--- config.mk ---
export PLATFORM = sky130hd
export DESIGN_NAME = fuse_config_decode
export DESIGN_NICKNAME = d
export VERILOG_FILES = /design/src/include/fuse_cfg_pkg.sv /design/src/verilog/fuse_config_decode.sv
export SDC_FILE = /design/constraint.sdc
export NUM_CORES = 1
export LEC_CHECK = 0
export ABC_AREA = 0
export BUFFER_PORTS_ARGS = -buffer_cell sky130_fd_sc_hd__buf_2
export CORE_ASPECT_RATIO = 0.5
export CORE_MARGIN = 5
export CORE_UTILIZATION = 50
export DETAILED_ROUTE_END_ITERATION = 8
export PLACE_DENSITY = 0.81
export SETUP_SLACK_MARGIN = 0.2
export SKIP_LAST_GASP = 1
export SLEW_MARGIN = 0
export SYNTH_ARGS = -nofsm -noshare
export SYNTH_HDL_FRONTEND = slang
export SYNTH_SLANG_ARGS = --single-unit
--- constraint.sdc ---
create_clock -name sys_clk_in -period 4.21 [get_ports sys_clk_in]
set_input_delay 0.421 -clock sys_clk_in [delete_from_list [all_inputs] [get_ports sys_clk_in]]
set_output_delay 0.421 -clock sys_clk_in [all_outputs]
set_load 0.01 [all_outputs]
--- src/include/fuse_cfg_pkg.sv ---
// Constants for the fuse configuration decoder
package fuse_cfg_pkg;
    // Register offsets on the register port
    localparam logic [7:0] OFS_SYSCFG0 = 8'h05;
    localparam logic [7:0] OFS_STARTUP_TIME_CONFIG = 8'h06;
    localparam logic [7:0] OFS_APP_CODE_END = 8'h07;
    localparam logic [7:0] OFS_BOOT_SECTION_END = 8'h08;
    localparam logic [7:0] OFS_LOCK_STATE = 8'h0A;
    localparam logic [7:0] OFS_DECODE_STATUS = 8'h10;
    localparam logic [7:0] OFS_ERASE_CTRL = 8'h11;
    // Field positions in system configuration 0, and the start-up select width
    localparam int PRESERVE_EEPROM_BIT = 0;
    localparam int PIN_FUNC_LSB = 2;
    localparam int STARTUP_SEL_W = 3;
    // Encodings
    localparam logic [7:0] LOCK_OPEN_CODE = 8'hC5;
    localparam logic [7:0] BYTE_ZERO = 8'h00;
    typedef enum logic [1:0] {
        PIN_GPIO = 2'h0,
        PIN_RESET = 2'h1,
        PIN_DEBUG = 2'h2,
        PIN_DEBUG_ALT_RESET = 2'h3
    } pin_function_t;
    // Flash geometry: 256-byte blocks, 16-bit byte address
    localparam int BLOCK_SHIFT = 8;
    localparam int FLASH_AW = 16;
    localparam logic [FLASH_AW-1:0] FLASH_TOP = 16'h3FFF;
    // Start-up delay base: 1 ms at 125 MHz
    localparam int CLK_MHZ = 125;
    localparam int STARTUP_UNIT_MS = 1;
    localparam int MS_CYCLES = STARTUP_UNIT_MS * CLK_MHZ * 1000;
    localparam int DELAY_W = 24;
    typedef enum logic [1:0] {
        ST_SAMPLE = 2'b00,
        ST_DELAY = 2'b01,
        ST_RUN = 2'b10
    } boot_state_t;
endpackage

--- src/verilog/fuse_config_decode.sv ---
// Fuse configuration decoder with start-up delay and erase policy
//
// The address-and-strobe port is this design's own decision.
`timescale 1ns/1ps

module fuse_config_decode
    import fuse_cfg_pkg::*;
#(
    parameter int MS_CYCLES_P = fuse_cfg_pkg::MS_CYCLES,
    parameter bit PKG_24PIN = 1'b1
)
(
    // Clock and reset
    input wire logic sys_clk_in,
    input wire logic nrst_in,
    // Fuse array contents, static while sampled
    input wire logic [7:0] fuse_syscfg0_in,
    input wire logic [7:0] fuse_startup_in,
    input wire logic [7:0] fuse_app_end_in,
    input wire logic [7:0] fuse_boot_end_in,
    input wire logic [7:0] fuse_lock_in,
    // Chip erase request from the programmer
    input wire logic chip_erase_in,
    // Flash address to classify
    input wire logic [fuse_cfg_pkg::FLASH_AW-1:0] flash_addr_in,
    // Register port
    input wire logic [7:0] reg_addr_in,
    input wire logic [7:0] reg_wdata_in,
    input wire logic reg_wr_in,
    input wire logic reg_rd_in,
    output logic [7:0] reg_rdata_out,
    // Decoded configuration
    output logic pin_is_gpio_out,
    output logic pin_is_reset_out,
    output logic pin_is_debug_out,
    output logic alt_reset_en_out,
    output logic pin_cfg_reserved_out,
    output logic device_locked_out,
    output logic startup_done_out,
    output logic [fuse_cfg_pkg::FLASH_AW-1:0] boot_end_addr_out,
    output logic [fuse_cfg_pkg::FLASH_AW-1:0] app_end_addr_out,
    output logic addr_is_boot_out,
    output logic addr_is_app_code_out,
    output logic addr_is_app_data_out,
    output logic flash_erase_out,
    output logic eeprom_erase_out
);
    import fuse_cfg_pkg::*;

    logic [7:0] syscfg0_reg;
    logic [7:0] startup_reg;
    logic [7:0] app_end_reg;
    logic [7:0] boot_end_reg;
    logic [7:0] lock_reg;
    logic sampled_reg;
    boot_state_t state_reg;
    logic [DELAY_W-1:0] ms_cnt_reg;
    logic [7:0] ms_left_reg;
    logic erase_seen_reg;
    logic [1:0] erase_sync_reg;
    logic erase_prev_reg;
    logic erase_pulse;
    pin_function_t pin_fn;
    logic locked;
    logic [7:0] delay_ms;
    logic [FLASH_AW-1:0] boot_end_addr;
    logic [FLASH_AW-1:0] app_end_addr;
    logic [FLASH_AW-1:0] flash_addr;

    // Capture fuses in the first cycle after reset release, then freeze all but lock_reg, which register writes can change
    always_ff @(posedge sys_clk_in or negedge nrst_in)
    begin
        if (!nrst_in)
        begin
            syscfg0_reg <= BYTE_ZERO;
            startup_reg <= BYTE_ZERO;
            app_end_reg <= BYTE_ZERO;
            boot_end_reg <= BYTE_ZERO;
            lock_reg <= BYTE_ZERO;
            sampled_reg <= 1'b0;
        end
        else if (!sampled_reg)
        begin
            syscfg0_reg <= fuse_syscfg0_in;
            startup_reg <= fuse_startup_in;
            app_end_reg <= fuse_app_end_in;
            boot_end_reg <= fuse_boot_end_in;
            lock_reg <= fuse_lock_in;
            sampled_reg <= 1'b1;
        end
        else if (reg_wr_in && reg_addr_in == OFS_LOCK_STATE)
        begin
            lock_reg <= reg_wdata_in;
        end
    end

    assign pin_fn = pin_function_t'(syscfg0_reg[PIN_FUNC_LSB +: 2]);
    assign locked = (lock_reg != LOCK_OPEN_CODE);

    // Pin function decode
    always_comb
    begin
        pin_is_gpio_out = 1'b0;
        pin_is_reset_out = 1'b0;
        pin_is_debug_out = 1'b0;
        alt_reset_en_out = 1'b0;
        pin_cfg_reserved_out = 1'b0;
        if (sampled_reg)
        begin
            case (pin_fn)
                PIN_GPIO: pin_is_gpio_out = 1'b1;
                PIN_RESET: pin_is_reset_out = 1'b1;
                PIN_DEBUG: pin_is_debug_out = 1'b1;
                PIN_DEBUG_ALT_RESET:
                begin
                    pin_is_debug_out = PKG_24PIN;
                    alt_reset_en_out = PKG_24PIN;
                    pin_cfg_reserved_out = !PKG_24PIN;
                end
                default: pin_is_gpio_out = 1'b0;
            endcase
        end
    end

    assign device_locked_out = locked;

    // Start-up delay: ms count 2^(code-1), code 0 gives none
    always_comb
    begin
        delay_ms = BYTE_ZERO;
        if (startup_reg[STARTUP_SEL_W-1:0] != 3'h0)
        begin
            delay_ms = 8'h01 << (startup_reg[STARTUP_SEL_W-1:0] - 3'h1);
        end
    end

    always_ff @(posedge sys_clk_in or negedge nrst_in)
    begin
        if (!nrst_in)
        begin
            state_reg <= ST_SAMPLE;
            ms_cnt_reg <= '0;
            ms_left_reg <= BYTE_ZERO;
        end
        else
        begin
            case (state_reg)
                ST_SAMPLE:
                begin
                    if (sampled_reg)
                    begin
                        ms_left_reg <= delay_ms;
                        ms_cnt_reg <= '0;
                        state_reg <= (delay_ms == BYTE_ZERO) ? ST_RUN : ST_DELAY;
                    end
                end
                ST_DELAY:
                begin
                    if (ms_cnt_reg == DELAY_W'(MS_CYCLES_P - 1))
                    begin
                        ms_cnt_reg <= '0;
                        ms_left_reg <= ms_left_reg - 8'h01;
                        if (ms_left_reg == 8'h01)
                        begin
                            state_reg <= ST_RUN;
                        end
                    end
                    else
                    begin
                        ms_cnt_reg <= ms_cnt_reg + DELAY_W'(1);
                    end
                end
                ST_RUN: state_reg <= ST_RUN;
                default: state_reg <= ST_SAMPLE;
            endcase
        end
    end

    assign startup_done_out = (state_reg == ST_RUN);

    // Flash section boundaries in 256-byte blocks
    assign boot_end_addr = FLASH_AW'({boot_end_reg, 8'h00});
    assign app_end_addr = FLASH_AW'({app_end_reg, 8'h00});
    assign boot_end_addr_out = boot_end_addr;
    assign app_end_addr_out = app_end_addr;
    assign flash_addr = flash_addr_in;

    always_comb
    begin
        addr_is_boot_out = 1'b0;
        addr_is_app_code_out = 1'b0;
        addr_is_app_data_out = 1'b0;
        if (boot_end_reg == BYTE_ZERO)
        begin
            addr_is_boot_out = 1'b1;
        end
        else if (flash_addr < boot_end_addr)
        begin
            addr_is_boot_out = 1'b1;
        end
        else if (app_end_reg == BYTE_ZERO || flash_addr < app_end_addr)
        begin
            addr_is_app_code_out = (flash_addr <= FLASH_TOP);
        end
        else
        begin
            addr_is_app_data_out = (flash_addr <= FLASH_TOP);
        end
    end

    // Chip erase comes from the programmer pin: synchronise, then edge-detect
    always_ff @(posedge sys_clk_in or negedge nrst_in)
    begin
        if (!nrst_in)
        begin
            erase_sync_reg <= 2'h0;
            erase_prev_reg <= 1'b0;
        end
        else
        begin
            erase_sync_reg <= {erase_sync_reg[0], chip_erase_in};
            erase_prev_reg <= erase_sync_reg[1];
        end
    end

    assign erase_pulse = erase_sync_reg[1] && !erase_prev_reg;

    always_ff @(posedge sys_clk_in or negedge nrst_in)
    begin
        if (!nrst_in)
        begin
            flash_erase_out <= 1'b0;
            eeprom_erase_out <= 1'b0;
            erase_seen_reg <= 1'b0;
        end
        else
        begin
            flash_erase_out <= erase_pulse;
            eeprom_erase_out <= erase_pulse &&
                (locked || !syscfg0_reg[PRESERVE_EEPROM_BIT]);
            erase_seen_reg <= erase_seen_reg || erase_pulse;
        end
    end

    // Register reads, data one cycle after the strobe
    always_ff @(posedge sys_clk_in or negedge nrst_in)
    begin
        if (!nrst_in)
        begin
            reg_rdata_out <= BYTE_ZERO;
        end
        else if (reg_rd_in)
        begin
            if (reg_addr_in == OFS_SYSCFG0)
                reg_rdata_out <= syscfg0_reg;
            else if (reg_addr_in == OFS_STARTUP_TIME_CONFIG)
                reg_rdata_out <= {5'h00, startup_reg[STARTUP_SEL_W-1:0]};
            else if (reg_addr_in == OFS_APP_CODE_END)
                reg_rdata_out <= app_end_reg;
            else if (reg_addr_in == OFS_BOOT_SECTION_END)
                reg_rdata_out <= boot_end_reg;
            else if (reg_addr_in == OFS_LOCK_STATE)
                reg_rdata_out <= lock_reg;
            else if (reg_addr_in == OFS_DECODE_STATUS)
                reg_rdata_out <= {4'h0, erase_seen_reg, locked, startup_done_out, sampled_reg};
            else
                reg_rdata_out <= BYTE_ZERO;
        end
        else
        begin
            reg_rdata_out <= BYTE_ZERO;
        end
    end

    // Checks
    property p_lock_decode;
        @(posedge sys_clk_in) disable iff (!nrst_in)
        device_locked_out == (lock_reg != LOCK_OPEN_CODE);
    endproperty
    a_lock_decode: assert property (p_lock_decode) else $error("lock decode wrong");

    property p_eeprom_locked;
        @(posedge sys_clk_in) disable iff (!nrst_in)
        (erase_pulse && device_locked_out) |=> eeprom_erase_out;
    endproperty
    a_eeprom_locked: assert property (p_eeprom_locked) else $error("locked erase kept eeprom");

    property p_eeprom_keep;
        @(posedge sys_clk_in) disable iff (!nrst_in)
        (erase_pulse && !device_locked_out && syscfg0_reg[0]) |=> !eeprom_erase_out;
    endproperty
    a_eeprom_keep: assert property (p_eeprom_keep) else $error("eeprom erased despite preserve");

    property p_eeprom_clear;
        @(posedge sys_clk_in) disable iff (!nrst_in)
        (erase_pulse && !syscfg0_reg[0]) |=> eeprom_erase_out && flash_erase_out;
    endproperty
    a_eeprom_clear: assert property (p_eeprom_clear) else $error("eeprom not erased");

    property p_fuse_hold;
        @(posedge sys_clk_in) disable iff (!nrst_in)
        $past(sampled_reg) |-> $stable(app_end_reg) && $stable(boot_end_reg) && $stable(syscfg0_reg);
    endproperty
    a_fuse_hold: assert property (p_fuse_hold) else $error("fuse copy changed");

    property p_pin_onehot;
        @(posedge sys_clk_in) disable iff (!nrst_in)
        sampled_reg && syscfg0_reg[3:2] == 2'h1 |-> pin_is_reset_out && !pin_is_debug_out;
    endproperty
    a_pin_onehot: assert property (p_pin_onehot) else $error("reset pin function wrong");

    property p_pin_alt;
        @(posedge sys_clk_in) disable iff (!nrst_in)
        sampled_reg && syscfg0_reg[3:2] == 2'h3 |-> alt_reset_en_out == PKG_24PIN;
    endproperty
    a_pin_alt: assert property (p_pin_alt) else $error("alternate reset wrong");

    property p_zero_delay;
        @(posedge sys_clk_in) disable iff (!nrst_in)
        (state_reg == ST_SAMPLE && sampled_reg && startup_reg[2:0] == 3'h0) |=> startup_done_out;
    endproperty
    a_zero_delay: assert property (p_zero_delay) else $error("zero delay not immediate");

    property p_app_end;
        @(posedge sys_clk_in) disable iff (!nrst_in)
        app_end_addr_out == {app_end_reg, 8'h00} && boot_end_addr_out == {boot_end_reg, 8'h00};
    endproperty
    a_app_end: assert property (p_app_end) else $error("section address wrong");

    property p_one_section;
        @(posedge sys_clk_in) disable iff (!nrst_in)
        !(addr_is_boot_out && (addr_is_app_code_out || addr_is_app_data_out));
    endproperty
    a_one_section: assert property (p_one_section) else $error("address in two sections");

    c_locked_erase: cover property (@(posedge sys_clk_in) erase_pulse && device_locked_out);
    c_startup_done: cover property (@(posedge sys_clk_in) $rose(startup_done_out));
    c_app_data: cover property (@(posedge sys_clk_in) addr_is_app_data_out);
endmodule // fuse_config_decode

==> impl_metrics.ini, run 1 <==
[critical_path]
r2r-end = ms_cnt_reg[22]
arrival_ps = 2330
path_max_fanout = 5
cp-end-kind = output pin
cp.required_ps = 3790
ff2ff_path_depth = 5
crit_chain = inv_1 > ha_1 > and4_1 > a2111oi_0 > o21ai_0 > a211oi_1 > buf_2
r2r_slack_ps = 1630
setup.worst_path.class = flop to output pin
r2r_start = sampled_reg
startpoint_type = flop
cpPeakStageDelay_ps = 440
crit_path_top_delay_cell = dfrtp_1

[power_and_ir_drop]
p_sw_mw = 0.859
finalPower_mw = 2.45
seq_power_share = 0.410
pwr-share-comb = 0.282
ir_drop_v = 0.000259
swShare = 0.351
p_int_mw = 1.59
power_density_mw_per_mm2 = 429
power.leakage_nw = 2.73
clock_power_share = 0.308

[clocking]
ctsRootBufferMaster = clkbuf_16
tritoncts = yes
clkLatencyLatePin_ps = 340
clk_pin_slew_ps = 70
postCtsSetupBuffers = 0
cts_resized = 0
holdBufCountCts = 0
cts-htree-levels = 3
cts_buffer_depth = 2
cts_buffers = 9
clock_sinks = 84

[sta]
tightest_slew_ps = 974
tns_ps = 0
relSlewSlack = 0.351
fmax_mhz = 364
holdWs_ps = 50.6
slew_violations = 0
rsz0062_at_grt = false
setup_violations = 0
fin_worst_skew_ps = 5.16
finalHoldViolCount = 0
period_share = 0.653
fin_crit_ps = 2750

[detailed_routing]
via_per_inst = 5.40
drt-pass1-iter-count = 4
route.detailed.drc = 0
wl_um = 11400
drtAntennaViolNets = 0
post_drt_wl_per_cell_um = 16.0
drtIter0Drc = 262
vias = 3851

[synthesis]
ys_ff_latch = 84
netlist_instances = 477
synth.lib_cells_used.distinct = 64
synth.area.top_cells = dfrtp_1 (43%), mux2_2 (6.4%), ha_1 (5.4%), mux2i_1 (4.1%), nor2_1 (3.5%)
synth_top_area_frac = 0.429
synth_edf_count = 0
async_flop_share = 1.00
ys.warnings.count = 0
syn-cell-area_mm2 = 0.00490
synthFlopType = dfrtp_1
yosysSeqAreaShare = 0.429
syn_avg_cell_area_um2 = 10.3
synth_top_cell_by_area = dfrtp_1

[floorplanning]
core_mm2 = 0.00951
start_util = 0.515
die_area_mm2 = 0.0120
io_pins = 129
rows = 25
die_width_um = 150
die_y_um = 80.0

[run_status]
status = completed

[place]
place_hpwl_um = 8470
place_congestion = 0.841
portBuffers = 98
dpl-instance-area_mm2 = 0.00542
placed_cells = 697

[run]
drv_cap = 0

[finish]
nets = 671
finalInstanceArea_mm2 = 0.00571
fill_cells = 812
final_layout_size_suffix_gt1_frac = 0.287
largest_reg_flops = 24
antenna-diode-count = 0
register_area_mm2 = 0.00210
area_delta_synth_final_pct = 16.6
multiInputGateArea_mm2 = 0.00253
fin_cells = 713

[global_route]
grt_pass1_vias = 3854
grt_pass1_wl_um = 18700
groute.usage.overall = 0.198
grt_max_degree = 46
grt.overflow.total = 0
antenna_found_initial = 0

[min_path]
hold_class = input port to async pin
## critical path: cells and delay by family (launching register included)
family / cells / cell delay, ps
flip-flops: 1 / 440
buffers and inverters: 2 / 260
AO/OA/AOI/OAI: 3 / 790
adder cells (fa/ha/maj): 1 / 300
AND/OR/NAND/NOR: 1 / 190
## metal layers
layer,vias up,global-route usage,share of wire
li1,1865,-,-
met1,1842,0.245,0.44
met2,120,0.335,0.48
met3,24,0.0601,0.061
met4,0,0.0602,0.021
met5,-,0,0
## Yosys cell counts, types with 3 or more instances
cell type	number
a22oi_1	4
clkbuf_1	8
o21ai_0	12
xor2_1	4
buf_4	18
a221oi_1	8
inv_1	27
xnor2_1	14
a21oi_1	9
ha_1	21
dfrtp_1	84
nand2b_1	7
and3_1	7
nand3b_1	3
a21o_1	8
buf_2	3
nor2_1	45
a31oi_1	4
o22a_1	4
nand4_1	10
mux2_2	28
nand2_1	31
nor4_1	11
nor2b_1	10
nor3_1	16
o21ai_1	6
nor4_4	3
nand3_1	4
o22ai_1	5
mux2i_1	20
## placed cells by master (no fill, tap or decap), types with 5 or more instances in the layout
cell,instances
xnor2_1,14
o21ai_0,12
o21ai_1,6
inv_1,27
clkbuf_16,9
o22ai_1,5
mux2i_1,20
a221oi_1,8
mux2_2,28
a21oi_1,9
nor3_1,16
nor4_1,11
nand4_1,10
buf_2,97
a21o_1,8
and3_1,7
dfrtp_1,83
conb_1,18
ha_1,21
nor2_1,45
nand2_1,31
nand2b_1,7
nor2b_1,10
## logic make-up after synthesis
group | Yosys count | synth area share
AND/OR/NAND/NOR | 170 | 0.202
adder cells (fa/ha/maj) | 21 | 0.0537
XOR/XNOR | 18 | 0.0322
flip-flops | 84 | 0.429
multiplexers | 49 | 0.108
other | 2 | 0.00153
buffers and inverters | 59 | 0.0654
AO/OA/AOI/OAI | 74 | 0.108
## how the worst max path moves through the flow
stage,startpoint,end,depth (start not counted)
floorplan,app_end_reg[6],addr_is_app_code_out,6
global placement,sampled_reg,ms_cnt_reg[22],5
detailed placement,sampled_reg,ms_cnt_reg[22],5
CTS,app_end_reg[6],addr_is_app_code_out,7
global route,boot_end_reg[6],addr_is_boot_out,7
finish,app_end_reg[6],addr_is_app_code_out,7
## final cells by class
class                      instances  area share
timing repair buffer             101      0.0903
clock buffer                       9      0.0395
sequential                        84       0.369
clock inverter                     7      0.0103
tap                              135      0.0296
inverter                          27      0.0178
multi-input combinational        350       0.444
## power groups by stage
stage | logic (mW) | clock network, mW | registers (mW)
after floorplan | 0.524 | 0 | 0.982
after global placement | 0.664 | 0 | 1.01
after detailed placement | 0.684 | 0 | 1.01
after CTS | 0.690 | 0.772 | 1.00
after global routing | 0.770 | 0.805 | 1.02
final | 0.691 | 0.755 | 1.00
## metrics by stage
step	utilization	setup WS [ps]
2_1_floorplan	-	2030
3_3_place_gp	0.570	1730
3_5_place_dp	0.570	1650
4_1_cts	0.600	1470
5_1_grt	0.600	1350
6_report	0.600	1460
Note: power is estimated with default switching activity, not from simulation.
==> inputs of run 2 (changes only) <==
- CORE_UTILIZATION: 50 -> 48
- PLACE_DENSITY: 0.81 -> 0.82
- clock period: 4.21 -> 2.4 ns (I/O delays scaled with it)
==> impl_metrics.ini, run 2 (synthesis results as in run 1) <==
[critical_path]
crit_end = addr_is_boot_out
cp.required_ps = 2160
arrival_ps = 2040
ff2ff_path_depth = 6
setup.worst_path.class = flop to output pin
r2r_slack_ps = 410
cp-end-kind = output pin
r2r-end = state_reg[1]
path_max_fanout = 3
startpoint_type = flop
r2r_start = ms_cnt_reg[0]
startpoint = boot_end_reg[6]

[power_and_ir_drop]
ir_drop_v = 0.000508
power_density_mw_per_mm2 = 777
finalPower_mw = 4.64
power.leakage_nw = 2.83

[finish]
fill_cells = 834
final_common_cell = buf_2
antenna-diode-count = 0
utilization = 0.592
final_layout_size_suffix_gt1_frac = 0.324
layout_common_cells = buf_2 (97), dfrtp_1 (83), nor2_1 (45)
area_delta_synth_final_pct = 21.9
nets = 686
largest_reg_flops = 24

[global_route]
grt_pass1_vias = 3856
groute.usage.overall = 0.190
grt_pass1_wl_um = 19100
busiest_layer = met2
gr-usage-met1 = 0.238
grt.overflow.total = 0
antenna_found_initial = 0
use_met2 = 0.335
grtUsageMet3 = 0.0521
grt_max_degree = 49

[clocking]
clock_sinks = 84
clkLatencyLatePin_ps = 350
tritoncts = yes
clk_pin_slew_ps = 60
cts-htree-levels = 3
cts_buffer_depth = 2
ctsRootBufferMaster = clkbuf_16
cts_buffers = 9

[detailed_routing]
route.detailed.drc = 0
drtIter0Drc = 217
drtAntennaViolNets = 0
wl_um = 11800
post_drt_wl_per_cell_um = 16.1
via_per_inst = 5.45
drt-pass1-iter-count = 5
vias = 3998

[floorplanning]
die_y_um = 81.4
core_mm2 = 0.0101
io_pins = 129
die_area_mm2 = 0.0124
die_width_um = 153
start_util = 0.485
rows = 26

[sta]
tightest_slew_ps = 711
relSlewSlack = 0.523
setup_violations = 0
fmax_mhz = 439
period_share = 0.950
rsz0062_at_grt = true
tns_ps = 0
finalHoldViolCount = 0
fin_worst_skew_ps = 5.38
fin_crit_ps = 2280
slew_violations = 0

[place]
portBuffers = 98
place_hpwl_um = 8630
place_congestion = 0.839

[run_status]
status = completed

[run]
drv_cap = 0

[min_path]
hold_class = input port to flop
==> run 2: layer usage <==
| metal | up-vias | part of all wire |
|---|---|---|
| li1 | 1896 | - |
| met1 | 1943 | 0.43 |
| met2 | 136 | 0.49 |
| met3 | 23 | 0.064 |
| met4 | 0 | 0.015 |
| met5 | - | 0 |
==> run 2: area by class of cell <==
class,instances,area [um2],area share
Timing Repair Buffer,116,656,0.110
Tap cell,140,175,0.0293
Clock inverter,7,97.6,0.0163
Clock buffer,9,225,0.0377
Inverter,27,101,0.0170
Multi-Input combinational cell,350,2610,0.437
Sequential cell,84,2100,0.352
==> run 2: worst min-delay path by stage <==
stage	start	to	slack, ps	depth (start not counted)
final	chip_erase_in	erase_sync_reg[0]	10	1
after global routing	chip_erase_in	erase_sync_reg[0]	4	1
after CTS	chip_erase_in	erase_sync_reg[0]	6	1
after detailed placement	nrst_in	ms_cnt_reg[19]	300	1
after global placement	nrst_in	ms_cnt_reg[21]	300	1
after floorplan	nrst_in	app_end_reg[0]	-60	0
==> run 2: critical path, stage by stage, from the launching register on <==
cell	delay [ps]
dfrtp_1	360
inv_1	50
ha_1	290
and3_4	160
a2111o_1	380
a31oi_2	210
nand2b_1	120
buf_2	120
==> run 2: where the power goes <==
part / internal, mW / leakage, nW / switching [mW] / total [mW]
clock network: 0.916 / 0.152 / 0.584 / 1.50
logic: 0.613 / 1.61 / 0.781 / 1.39
registers: 1.57 / 1.07 / 0.178 / 1.75
==> run 2: metrics by stage <==
step                instances  hold slack (ps)  instance area, um2  setup WS [ps]
floorplan                 493            -55.6                4960            402
global placement          712              298                5530            315
detailed placement        712              303                5530            201
CTS                       733             6.32                5950           74.4
global route              733             4.41                5970           53.9
finish                    733             11.2                5970            121
==> run 2: repair_timing <==
action / CTS / global route
setup endpoints to repair: 3 / 5
buffers inserted: 4 / 0
hold buffers: 1 / 0
endpoints found under the hold margin: 47 / 0
gates resized for setup: 10 / 5
pin swaps: 7 / 2
